$ cat src/design/port_irq_regs.vh
/*
  register indices, reset values, state codes and timing counts of the
  port edge interrupt block. assumes apb byte address = index * 4.
*/
`ifndef PORT_IRQ_REGS_VH
`define PORT_IRQ_REGS_VH

// ----------------------------------------------------------------
// register indices
// ----------------------------------------------------------------
`define IDX_PORT_OUTPUT_LATCH    16'h7f54
`define IDX_PORT_PIN_INPUT       16'h7f55
`define IDX_PORT_DIRECTION       16'h7f56
`define IDX_IRQ_PIN_SELECT       16'h7f57
`define IDX_SAMPLE_CLOCK_SELECT  16'h7fe5
`define IDX_PIN_IRQ_FLAGS        16'h7fee
`define IDX_WAKE_STATUS          16'h7fef

// ----------------------------------------------------------------
// reset values and widths
// ----------------------------------------------------------------
`define RST_BYTE                 8'h00
`define ADDR_W                   18
`define ADDR_LSB                 2'h0

// ----------------------------------------------------------------
// detection modes {direction, latch}
// ----------------------------------------------------------------
`define MODE_NONE                2'h0
`define MODE_FALL                2'h1
`define MODE_RISE                2'h2
`define MODE_BOTH                2'h3

// ----------------------------------------------------------------
// power states
// ----------------------------------------------------------------
`define ST_RUN                   2'h0
`define ST_STBY                  2'h1
`define ST_DEEP                  2'h2
`define ST_IDLE                  2'h3

// ----------------------------------------------------------------
// timing
// ----------------------------------------------------------------
`define FILTER_LAST              3'h7
`define CLK_PERIOD_NS            20
`define BT_PERIOD_NS             30518
`define BT_DIV                   (`BT_PERIOD_NS / `CLK_PERIOD_NS)
`define BT_CNT_W                 11

`endif

$ cat src/design/base_tick_gen.v
/*
  divider giving a one-cycle enable at the base-timer sampling rate.
  assumes pclk keeps running in both standby modes.
*/
`timescale 1ns/10ps
`include "port_irq_regs.vh"

module base_tick_gen (
  input  wire pclk,
  input  wire presetn,
  output reg  tick
);

  reg [`BT_CNT_W-1:0] cnt;

  // ----------------------------------------------------------------
  // divider
  // ----------------------------------------------------------------
  always @(posedge pclk or negedge presetn)
  begin
    if (!presetn)
    begin
      cnt  <= {`BT_CNT_W{1'b0}};
      tick <= 1'b0;
    end
    else if (cnt == `BT_DIV - 1)
    begin
      cnt  <= {`BT_CNT_W{1'b0}};
      tick <= 1'b1;
    end
    else
    begin
      cnt  <= cnt + 1'b1;
      tick <= 1'b0;
    end
  end

endmodule // base_tick_gen

$ cat src/design/pin_edge_detect.v
/*
  one pin: filtered level tracker and edge qualifier.
  assumes pin is synchronous to pclk and tick is a one-cycle enable.
*/
`timescale 1ns/10ps
`include "port_irq_regs.vh"

module pin_edge_detect (
  input  wire       pclk,
  input  wire       presetn,
  input  wire       en,
  input  wire       tick,
  input  wire       pin,
  input  wire [1:0] mode,
  output reg        edge_evt
);

  reg       lvl;
  reg [2:0] cnt;

  // ----------------------------------------------------------------
  // filter and edge qualify
  // ----------------------------------------------------------------
  always @(posedge pclk or negedge presetn)
  begin
    if (!presetn)
    begin
      lvl      <= 1'b0;
      cnt      <= 3'h0;
      edge_evt <= 1'b0;
    end
    else
    begin
      edge_evt <= 1'b0;
      if (!en)
      begin
        lvl <= pin;
        cnt <= 3'h0;
      end
      else if (tick)
      begin
        if (pin == lvl)
          cnt <= 3'h0;
        else if (cnt == `FILTER_LAST)
        begin
          lvl <= pin;
          cnt <= 3'h0;
          case (mode)
            `MODE_FALL: edge_evt <= ~pin;
            `MODE_RISE: edge_evt <= pin;
            `MODE_BOTH: edge_evt <= 1'b1;
            default:    edge_evt <= 1'b0;
          endcase
        end
        else
          cnt <= cnt + 3'h1;
      end
    end
  end

endmodule // pin_edge_detect

$ cat src/design/port_edge_interrupt_detect.v
/*
  eight-pin port with per-pin edge interrupt detection, apb registers,
  sticky request flags and standby wake control.
  assumes pins synchronous to pclk; power controller drives standby
  inputs; cpu pulses irq_ack when it accepts the request.
*/
// Local design decision: register access over APB.
`timescale 1ns/10ps
`include "port_irq_regs.vh"

module port_edge_interrupt_detect (
  input  wire                pclk,
  input  wire                presetn,
  input  wire                psel,
  input  wire                penable,
  input  wire                pwrite,
  input  wire [`ADDR_W-1:0]  paddr,
  input  wire [31:0]         pwdata,
  output reg  [31:0]         prdata,
  output reg                 pready,
  output reg                 pslverr,
  input  wire [7:0]          pin_in,
  output reg  [7:0]          pin_out,
  output reg  [7:0]          pin_oe,
  input  wire                standby,
  input  wire                deep_standby_mode,
  input  wire                irq_ack,
  output reg                 irq_req,
  output reg                 wake_req,
  output reg                 idle_rc_osc,
  output reg  [1:0]          power_state
);

  reg  [7:0]  port_output_latch;
  reg  [7:0]  port_direction;
  reg  [7:0]  irq_pin_select;
  reg  [7:0]  sample_clock_select;
  reg  [7:0]  pin_irq_flags;
  reg  [7:0]  next_flags;
  reg  [7:0]  rd_byte;
  reg         rd_hit;
  reg  [1:0]  next_state;
  reg         next_wake;
  wire [7:0]  pin_evt;
  wire [7:0]  pin_en;
  wire [7:0]  wake_ok;
  wire        bt_tick;
  wire        wr_acc;
  wire [15:0] idx;

  assign idx    = paddr[17:2];
  assign wr_acc = psel & penable & pwrite & pready;

  // ----------------------------------------------------------------
  // sampling clocks
  // ----------------------------------------------------------------
  base_tick_gen u_bt (
    .pclk    (pclk),
    .presetn (presetn),
    .tick    (bt_tick)
  );

  // ----------------------------------------------------------------
  // per-pin detectors
  // ----------------------------------------------------------------
  genvar g;
  generate
    for (g = 0; g < 8; g = g + 1)
    begin : g_pin
      assign pin_en[g] = irq_pin_select[g] &
                         ~(deep_standby_mode & ~sample_clock_select[g]);
      assign wake_ok[g] = pin_irq_flags[g] &
                          ({port_direction[g], port_output_latch[g]} != `MODE_NONE) &
                          ((power_state == `ST_STBY) |
                           ((power_state == `ST_DEEP) & sample_clock_select[g]));
      pin_edge_detect u_det (
        .pclk     (pclk),
        .presetn  (presetn),
        .en       (pin_en[g]),
        .tick     (sample_clock_select[g] ? bt_tick : 1'b1),
        .pin      (pin_in[g]),
        .mode     ({port_direction[g], port_output_latch[g]}),
        .edge_evt (pin_evt[g])
      );
    end
  endgenerate

  // ----------------------------------------------------------------
  // flag update
  // ----------------------------------------------------------------
  always @*
  begin
    next_flags = pin_irq_flags;
    if (wr_acc && !pslverr && idx == `IDX_PIN_IRQ_FLAGS)
      next_flags = pin_irq_flags & pwdata[7:0];
    next_flags = next_flags | (pin_evt & irq_pin_select);
  end

  // ----------------------------------------------------------------
  // read mux
  // ----------------------------------------------------------------
  always @*
  begin
    rd_byte = `RST_BYTE;
    rd_hit  = 1'b1;
    case (idx)
      `IDX_PORT_OUTPUT_LATCH:   rd_byte = port_output_latch;
      `IDX_PORT_PIN_INPUT:      rd_byte = pin_in;
      `IDX_PORT_DIRECTION:      rd_byte = port_direction;
      `IDX_IRQ_PIN_SELECT:      rd_byte = irq_pin_select;
      `IDX_SAMPLE_CLOCK_SELECT: rd_byte = sample_clock_select;
      `IDX_PIN_IRQ_FLAGS:       rd_byte = pin_irq_flags;
      `IDX_WAKE_STATUS:         rd_byte = {5'h00, idle_rc_osc, power_state};
      default:                  rd_hit  = 1'b0;
    endcase
    if (paddr[1:0] != `ADDR_LSB)
      rd_hit = 1'b0;
  end

  // ----------------------------------------------------------------
  // power state machine
  // ----------------------------------------------------------------
  always @*
  begin
    next_state = power_state;
    next_wake  = 1'b0;
    case (power_state)
      `ST_RUN:
      begin
        if (deep_standby_mode)
          next_state = `ST_DEEP;
        else if (standby)
          next_state = `ST_STBY;
      end
      `ST_STBY:
      begin
        if (|wake_ok)
        begin
          next_state = `ST_IDLE;
          next_wake  = 1'b1;
        end
      end
      `ST_DEEP:
      begin
        if (|wake_ok)
        begin
          next_state = `ST_IDLE;
          next_wake  = 1'b1;
        end
      end
      `ST_IDLE:
      begin
        if (irq_ack && irq_req)
          next_state = `ST_RUN;
      end
      default: next_state = `ST_RUN;
    endcase
  end

  // ----------------------------------------------------------------
  // registers
  // ----------------------------------------------------------------
  always @(posedge pclk or negedge presetn)
  begin
    if (!presetn)
    begin
      port_output_latch   <= `RST_BYTE;
      port_direction      <= `RST_BYTE;
      irq_pin_select      <= `RST_BYTE;
      sample_clock_select <= `RST_BYTE;
      pin_irq_flags       <= `RST_BYTE;
      prdata              <= 32'h00000000;
      pready              <= 1'b0;
      pslverr             <= 1'b0;
      pin_out             <= `RST_BYTE;
      pin_oe              <= `RST_BYTE;
      irq_req             <= 1'b0;
      wake_req            <= 1'b0;
      idle_rc_osc         <= 1'b0;
      power_state         <= `ST_RUN;
    end
    else
    begin
      pready <= 1'b1;
      if (psel && !penable)
      begin
        prdata  <= pwrite ? 32'h00000000 : {24'h000000, rd_byte};
        pslverr <= ~rd_hit | (pwrite & (idx == `IDX_PORT_PIN_INPUT |
                                         idx == `IDX_WAKE_STATUS));
      end
      if (wr_acc && !pslverr)
      begin
        case (idx)
          `IDX_PORT_OUTPUT_LATCH:   port_output_latch   <= pwdata[7:0];
          `IDX_PORT_DIRECTION:      port_direction      <= pwdata[7:0];
          `IDX_IRQ_PIN_SELECT:      irq_pin_select      <= pwdata[7:0];
          `IDX_SAMPLE_CLOCK_SELECT: sample_clock_select <= pwdata[7:0];
          default:                  port_direction      <= port_direction;
        endcase
      end
      pin_irq_flags <= next_flags;
      irq_req       <= |next_flags;
      pin_out       <= port_output_latch;
      pin_oe        <= port_direction & ~irq_pin_select;
      power_state   <= next_state;
      wake_req      <= next_wake;
      if (next_wake)
        idle_rc_osc <= (power_state == `ST_STBY);
    end
  end

endmodule // port_edge_interrupt_detect

$ cat config.mk
export PLATFORM = sky130hd
export DESIGN_NAME = port_edge_interrupt_detect
export DESIGN_NICKNAME = d
export VERILOG_FILES = /design/src/design/base_tick_gen.v /design/src/design/pin_edge_detect.v /design/src/design/port_edge_interrupt_detect.v
export VERILOG_INCLUDE_DIRS = /design/src /design/src/design
export SDC_FILE = /design/constraint.sdc
export NUM_CORES = 1
export LEC_CHECK = 0
export ABC_AREA = 1
export BUFFER_PORTS_ARGS = -buffer_cell sky130_fd_sc_hd__buf_2
export CORE_ASPECT_RATIO = 0.7
export CORE_UTILIZATION = 58
export CTS_BUF_LIST = sky130_fd_sc_hd__clkbuf_4 sky130_fd_sc_hd__clkbuf_8
export CTS_CLUSTER_DIAMETER = 200
export DETAILED_ROUTE_END_ITERATION = 10
export GPL_TIMING_DRIVEN = 0
export PLACE_DENSITY = 0.84
export SLEW_MARGIN = 20
export SYNTH_ARGS = -nofsm -noshare
export SYNTH_HDL_FRONTEND = slang
export SYNTH_SLANG_ARGS = --single-unit
export TNS_END_PERCENT = 10
$ cat constraint.sdc
create_clock -name pclk -period 2.2 [get_ports pclk]
set_input_delay 0.11 -clock pclk [delete_from_list [all_inputs] [get_ports pclk]]
set_output_delay 0.11 -clock pclk [all_outputs]
set_load 0.02 [all_outputs]
# After elaboration in Yosys (flattened, before gate mapping)
# Cells that the tools add are included.
# classes
n_eq_ne	78
n_mux	126
n_bitwise	84
n_addsub	9
reduce_logical	33
# ops
op	n
16-bit by 15-bit equality test with 1-bit output, second input constant	7
3-bit two-way mux	32
1-bit two-way mux	77
8-bit case mux with 7 select lines	1
2-bit != test, second input constant	25
1-bit bitwise AND	44
2-bit equality test, second input constant	18
3-bit AND reduction	9
1-bit NOT	25
3-bit by 1-bit adder with 3-bit output, second input constant	8
8-bit bitwise AND	3
3-bit equality test, second input constant	8
1-bit case mux with 3 select lines	8
2-bit by 1-bit equality test with 1-bit output, second input constant	9
2-bit nonzero test	9
8-bit two-way mux	2
8-bit OR reduction	2
11-bit by 1-bit adder with 11-bit output, second input constant	1
11-bit equality test, second input constant	1
11-bit two-way mux	1
1-bit OR	10
1-bit equality test	8
2-bit two-way mux	4
8-bit NOT	1
other kinds (10)	17
# word_totals
elab_cells	370
reg_bits	147
output_inout_bits	55

# Longest topological paths before layout
# depth
depth_word	8
ltp_mapped	12

# Modules after synthesis
# From an unflattened synthesis, not the netlist that was laid out.
# unflattened
hier_cells	950
area_unflattened_um2	6927.9
# by_module_without_submodules
module	area_per_inst_um2	seq_area_each_um2	cells_per_inst	instances
port_edge_interrupt_detect	3893.7	1776.7	514	1
pin_edge_detect at g_pin[0].u_det ...	299.0	125.1	44	6
pin_edge_detect at g_pin[6].u_det ...	310.3	125.1	46	2
base_tick_gen	619.3	300.3	80	1

# Worst setup path after synthesis
# OpenSTA, ideal clock, no wires.
# synth_path
path_type	reg-to-reg
startpoint	reg power_state[0]
endpoint	reg idle_rc_osc
path_stages_with_launch	12
arrival_ns	1.582
setup_time_ns	0.117
period_less_slack_ns	1.699
path_slack_ns	0.501
path_buffers	1
cell_sequence	dfrtp_1 inv_1 ha_1 clkbuf_1 a21oi_1 o22ai_1 nor2_1 nand2_1 nand2_1 inv_1 nand2_1 nand2_1
# synth_between
elab_chain_len	7
word_cells_on_any_way	30
# synth_lines
item	line	source
start, declared	port_edge_interrupt_detect.v:31	output reg [1:0] power_state
start signal, assigned	port_edge_interrupt_detect.v:180	power_state <= `ST_RUN;
start signal, assigned	port_edge_interrupt_detect.v:205	power_state <= next_state;
2-bit equality test	port_edge_interrupt_detect.v:127	case (power_state)
1-bit bitwise AND	port_edge_interrupt_detect.v:75	((power_state == `ST_DEEP) & sample_clock_select[g]));
1-bit OR	port_edge_interrupt_detect.v:74	((power_state == `ST_STBY) |
1-bit bitwise AND	port_edge_interrupt_detect.v:72	assign wake_ok[g] = pin_irq_flags[g] &
8-bit OR reduction	port_edge_interrupt_detect.v:137, port_edge_interrupt_detect.v:145	
1-bit two-way mux	port_edge_interrupt_detect.v:137, port_edge_interrupt_detect.v:145	
1-bit two-way mux (*)	-	
named net next_wake	port_edge_interrupt_detect.v:43	reg next_wake;
end signal, assigned	port_edge_interrupt_detect.v:208	idle_rc_osc <= (power_state == `ST_STBY);
end, declared	port_edge_interrupt_detect.v:30	output reg idle_rc_osc,
# Mark *: on every way through the listed nets, which the timed path passes. The rest lies on a longest branch.
# A chain may end at the register's enable or synchronous reset.

# Worst setup path after layout
# layout_path
startpoint	reg power_state[0]
endpoint	reg power_state[1]
# layout_between
elab_chain_len	7
word_cells_on_any_way	35
# layout_lines
item	line
2-bit equality test	port_edge_interrupt_detect.v:127
1-bit bitwise AND	port_edge_interrupt_detect.v:75
1-bit OR	port_edge_interrupt_detect.v:74
1-bit bitwise AND	port_edge_interrupt_detect.v:72
8-bit OR reduction	port_edge_interrupt_detect.v:137, port_edge_interrupt_detect.v:145
2-bit by 1-bit != test with 1-bit output (no line)	-
3-bit AND reduction (no line)	-
# Several ways; a longest one is shown, not always the timed one.

==> flow_summary.ini <==
[run_status]
status = finished clean

[final_layout]
antenna-diode-count = 0
fillers = 802
area_growth_pct = 20.3
nNetsFinal = 994
drive_above_1_share_pct = 18.1

[critical_path]
endpoint_kind = flip-flop
cp_slowest_cell = dfrtp_1
crit_chain = inv_1 -> ha_1 -> clkbuf_1 -> a21oi_1 -> o22ai_1 -> nor2_1 -> nand3_1 -> nand2_1 -> nand2_1 -> nand2_1
startpoint_type = flip-flop
worst-path-buf-inv = 2
cp_max_fo = 8
cp_common_cell = nand2_1
critical_path.top_delay_family = buffers and inverters
worstPathArrival_ps = 2370
critical_path_class = reg -> reg
slowest_delay_ps = 450
cp.required_ps = 2530

[timing]
finalCritPeriodShare_pct = 92.5
min_period_ps = 2040
tns_ps = 0
final-max-slew-violation-count = 0
finClkSkew_ps = 13.1
slew_headroom_pct = 55.9
tightest_slew_ps = 661
fmax_mhz = 491
setup_violations = 0
hold-worst-slack_ps = 21.4
rsz0062_at_grt = no
hold_viol = 0

[grt]
grt_pass1_wl_mm = 26.2
grt_usage_pct = 29.9
antenna_found_initial = 0
grt-ovfl-total = 0
grt_max_degree = 81
grt_pass1_vias = 5242

[cts]
clk_latency_ps = 450
clk_pin_slew_ps = 80
cts_setup_buffers = 0
cts_made_buffers = 17
clock-sinks = 123
cts_buffer_depth = 2
cts_tree = done
h-tree-depth = 4
cts_root_buffer = clkbuf_8

[detailed_routing]
vias_per_cell = 5.38
firstDrtPassIters = 5
drc = 0
drtIter0Drc = 654
routed_wl_mm = 16.1
detail-route-antenna-nets = 0
via_count = 5739
wire_per_inst_um = 15.1

[placement]
hpwl_mm = 10.9
io_buffers = 72
routabilityCongestion = 0.905

[floorplan]
start_util_pct = 60.7
fp.dieW_um = 128
die_area_um2 = 11500
chipHeight_um = 89.9
std_cell_rows = 31
core-area_um2 = 10600
io_pins = 121

[power_and_ir_drop]
seq_power_share_pct = 44.1
ir_drop_mv = 0.567
p_int_mw = 3.86
power.leakage_nw = 4.00
clock_power_share_pct = 44.6
power_frac_comb_pct = 11.3
p_total_mw = 5.26
swShare_pct = 26.5
powerDensity_nw_per_um2 = 682
switchingPower_mw = 1.39

[logic_synthesis]
yosysTopAreaCellShare_pct = 48.1
post_synth_num_cell_types = 36
yosys.area.top_type = dfrtp_1
synth.avg_cell_area_um2 = 8.28
yosysSeqAreaShare_pct = 48.1
netlist_area_um2 = 6400
syn_inst = 773
synth.top_cells.by_area = dfrtp_1, nand2_1, o21ai_0, inv_1, nand3_1
yosys_warnings = 0
synth_seq_cells = 123

[worst_hold_path]
hp-class = in -> reg

[job]
drv_cap = 0
[cell usage in the layout (no fill, tap or decap), types with 7 or more instances in the layout]
| master | n |
|---|---|
| xor2_1 | 11 |
| o21ai_0 | 75 |
| nand2_1 | 143 |
| clkbuf_1 | 8 |
| buf_2 | 75 |
| dfrtp_1 | 123 |
| buf_4 | 24 |
| nor2_1 | 78 |
| clkbuf_8 | 17 |
| o21ai_1 | 15 |
| nand3_1 | 70 |
| conb_1 | 25 |
| dlygate4sd3_1 | 17 |
| inv_1 | 98 |
| nor3_1 | 8 |
| a31oi_1 | 7 |
| ha_1 | 23 |
| a21oi_1 | 21 |
[power groups by stage]
stage,registers (mW),logic [mW],clock network [mW]
after floorplan,2.38,0.346,0
after global placement,2.36,0.536,0
after detailed placement,2.36,0.557,0
after CTS,2.32,0.583,2.36
after global routing,2.32,0.659,2.48
final,2.32,0.592,2.34
[timing repair]
| action | 4_1_cts | 5_1_grt |
|---|---|---|
| gates resized for setup | 0 | 0 |
| hold buffers | 17 | 0 |
| endpoints found under the hold margin | 63 | 0 |
[cells by family after synthesis]
family          count (synthesis)  share of synthesized area, %
compound gates                144                          12.6
xor+xnor                       12                          1.64
fa+ha+maj                      23                          4.49
buf+inv                       145                          10.6
flops                         123                          48.1
mux                             6                          1.06
other cells                     2                         0.117
simple gates                  318                          21.4
[through the flow]
stage / utilization (%) / worst slack (ps) / cell area, um^2 / cells
2_1_floorplan: - / 501 / 6490 / 796
3_3_place_gp: 66.7 / -537 / 7040 / 1016
3_5_place_dp: 67.0 / 272 / 7070 / 1017
4_1_cts: 73.0 / 257 / 7700 / 1066
5_1_grt: 73.0 / 75.6 / 7700 / 1066
6_report: 73.0 / 165 / 7700 / 1066
[tightest hold or removal path, cell delays in order]
cell,delay [ps]
buf_2,80
inv_1,90
o21ai_1,150
[state kept, by name (all words and copies together) (netlist names)]
name and cells:
g_pin.u_det.cnt 24, g_pin.u_det.edge_evt 8, g_pin.u_det.lvl 8, idle_rc_osc 1
irq_pin_select 8, irq_req 1, pin_irq_flags 8, pin_oe 8
pin_out 8, port_direction 8, port_output_latch 8, power_state 2
prdata 8, pready 1, pslverr 1, sample_clock_select 8
u_bt.cnt 11, u_bt.tick 1, wake_req 1
[cells in the mapped netlist]
library cell    n
a2111oi_0       4
a21boi_1        4
a21boi_2        3
a21oi_1        21
a21oi_2         1
a22o_1          2
a31oi_1         7
buf_2           4
buf_4          24
buf_6           5
clkbuf_1        8
conb_1          2
dfrtp_1       123
ha_1           23
inv_1          98
inv_2           6
mux2_2          6
nand2_1       143
nand2_2         3
nand2_4         2
nand3_1        70
nand3_2         1
nand4_1         5
nor2_1         78
nor2_2          3
nor2_4          2
nor3_1          8
nor3_4          1
nor4_1          2
o21ai_0        75
o21ai_1        15
o22ai_1         6
o31ai_1         5
o41ai_1         1
xnor2_1         1
xor2_1         11
[final cells by class]
type / count / area, um^2 / area share [%]
multi-input combinational: 528 / 2740 / 35.5
sequential: 123 / 3080 / 40.0
clock inverter: 14 / 220 / 2.86
buffer: 41 / 287 / 3.72
inverter: 104 / 390 / 5.07
tap: 148 / 185 / 2.40
timing repair buffer: 90 / 564 / 7.33
clock buffer: 18 / 241 / 3.14
[worst paths after layout]
kind                                     start               endpoint  slack (ps)  depth (start not counted)
worst min-delay path                 pwdata[3]      irq_pin_select[3]          20                          3
worst min register to register     u_bt.cnt[0]            u_bt.cnt[0]         460                          1
max in group asynchronous              presetn      irq_pin_select[3]        1290                          3
worst max-delay path            power_state[0]         power_state[1]         160                         10
worst max register to register  power_state[0]         power_state[1]         160                         10
min in group asynchronous              presetn  g_pin[1].u_det.cnt[2]         140                          2
[metal layers]
metal / up-vias / part of all wire (%) / track usage [%]
met2: 329 / 42 / 42.6
met4: 0 / 2.0 / 9.02
met1: 2632 / 45 / 43.4
met3: 41 / 11 / 9.52
li1: 2737 / - / -
met5: - / 0 / 0
Note: power is estimated with default switching activity, not from simulation.
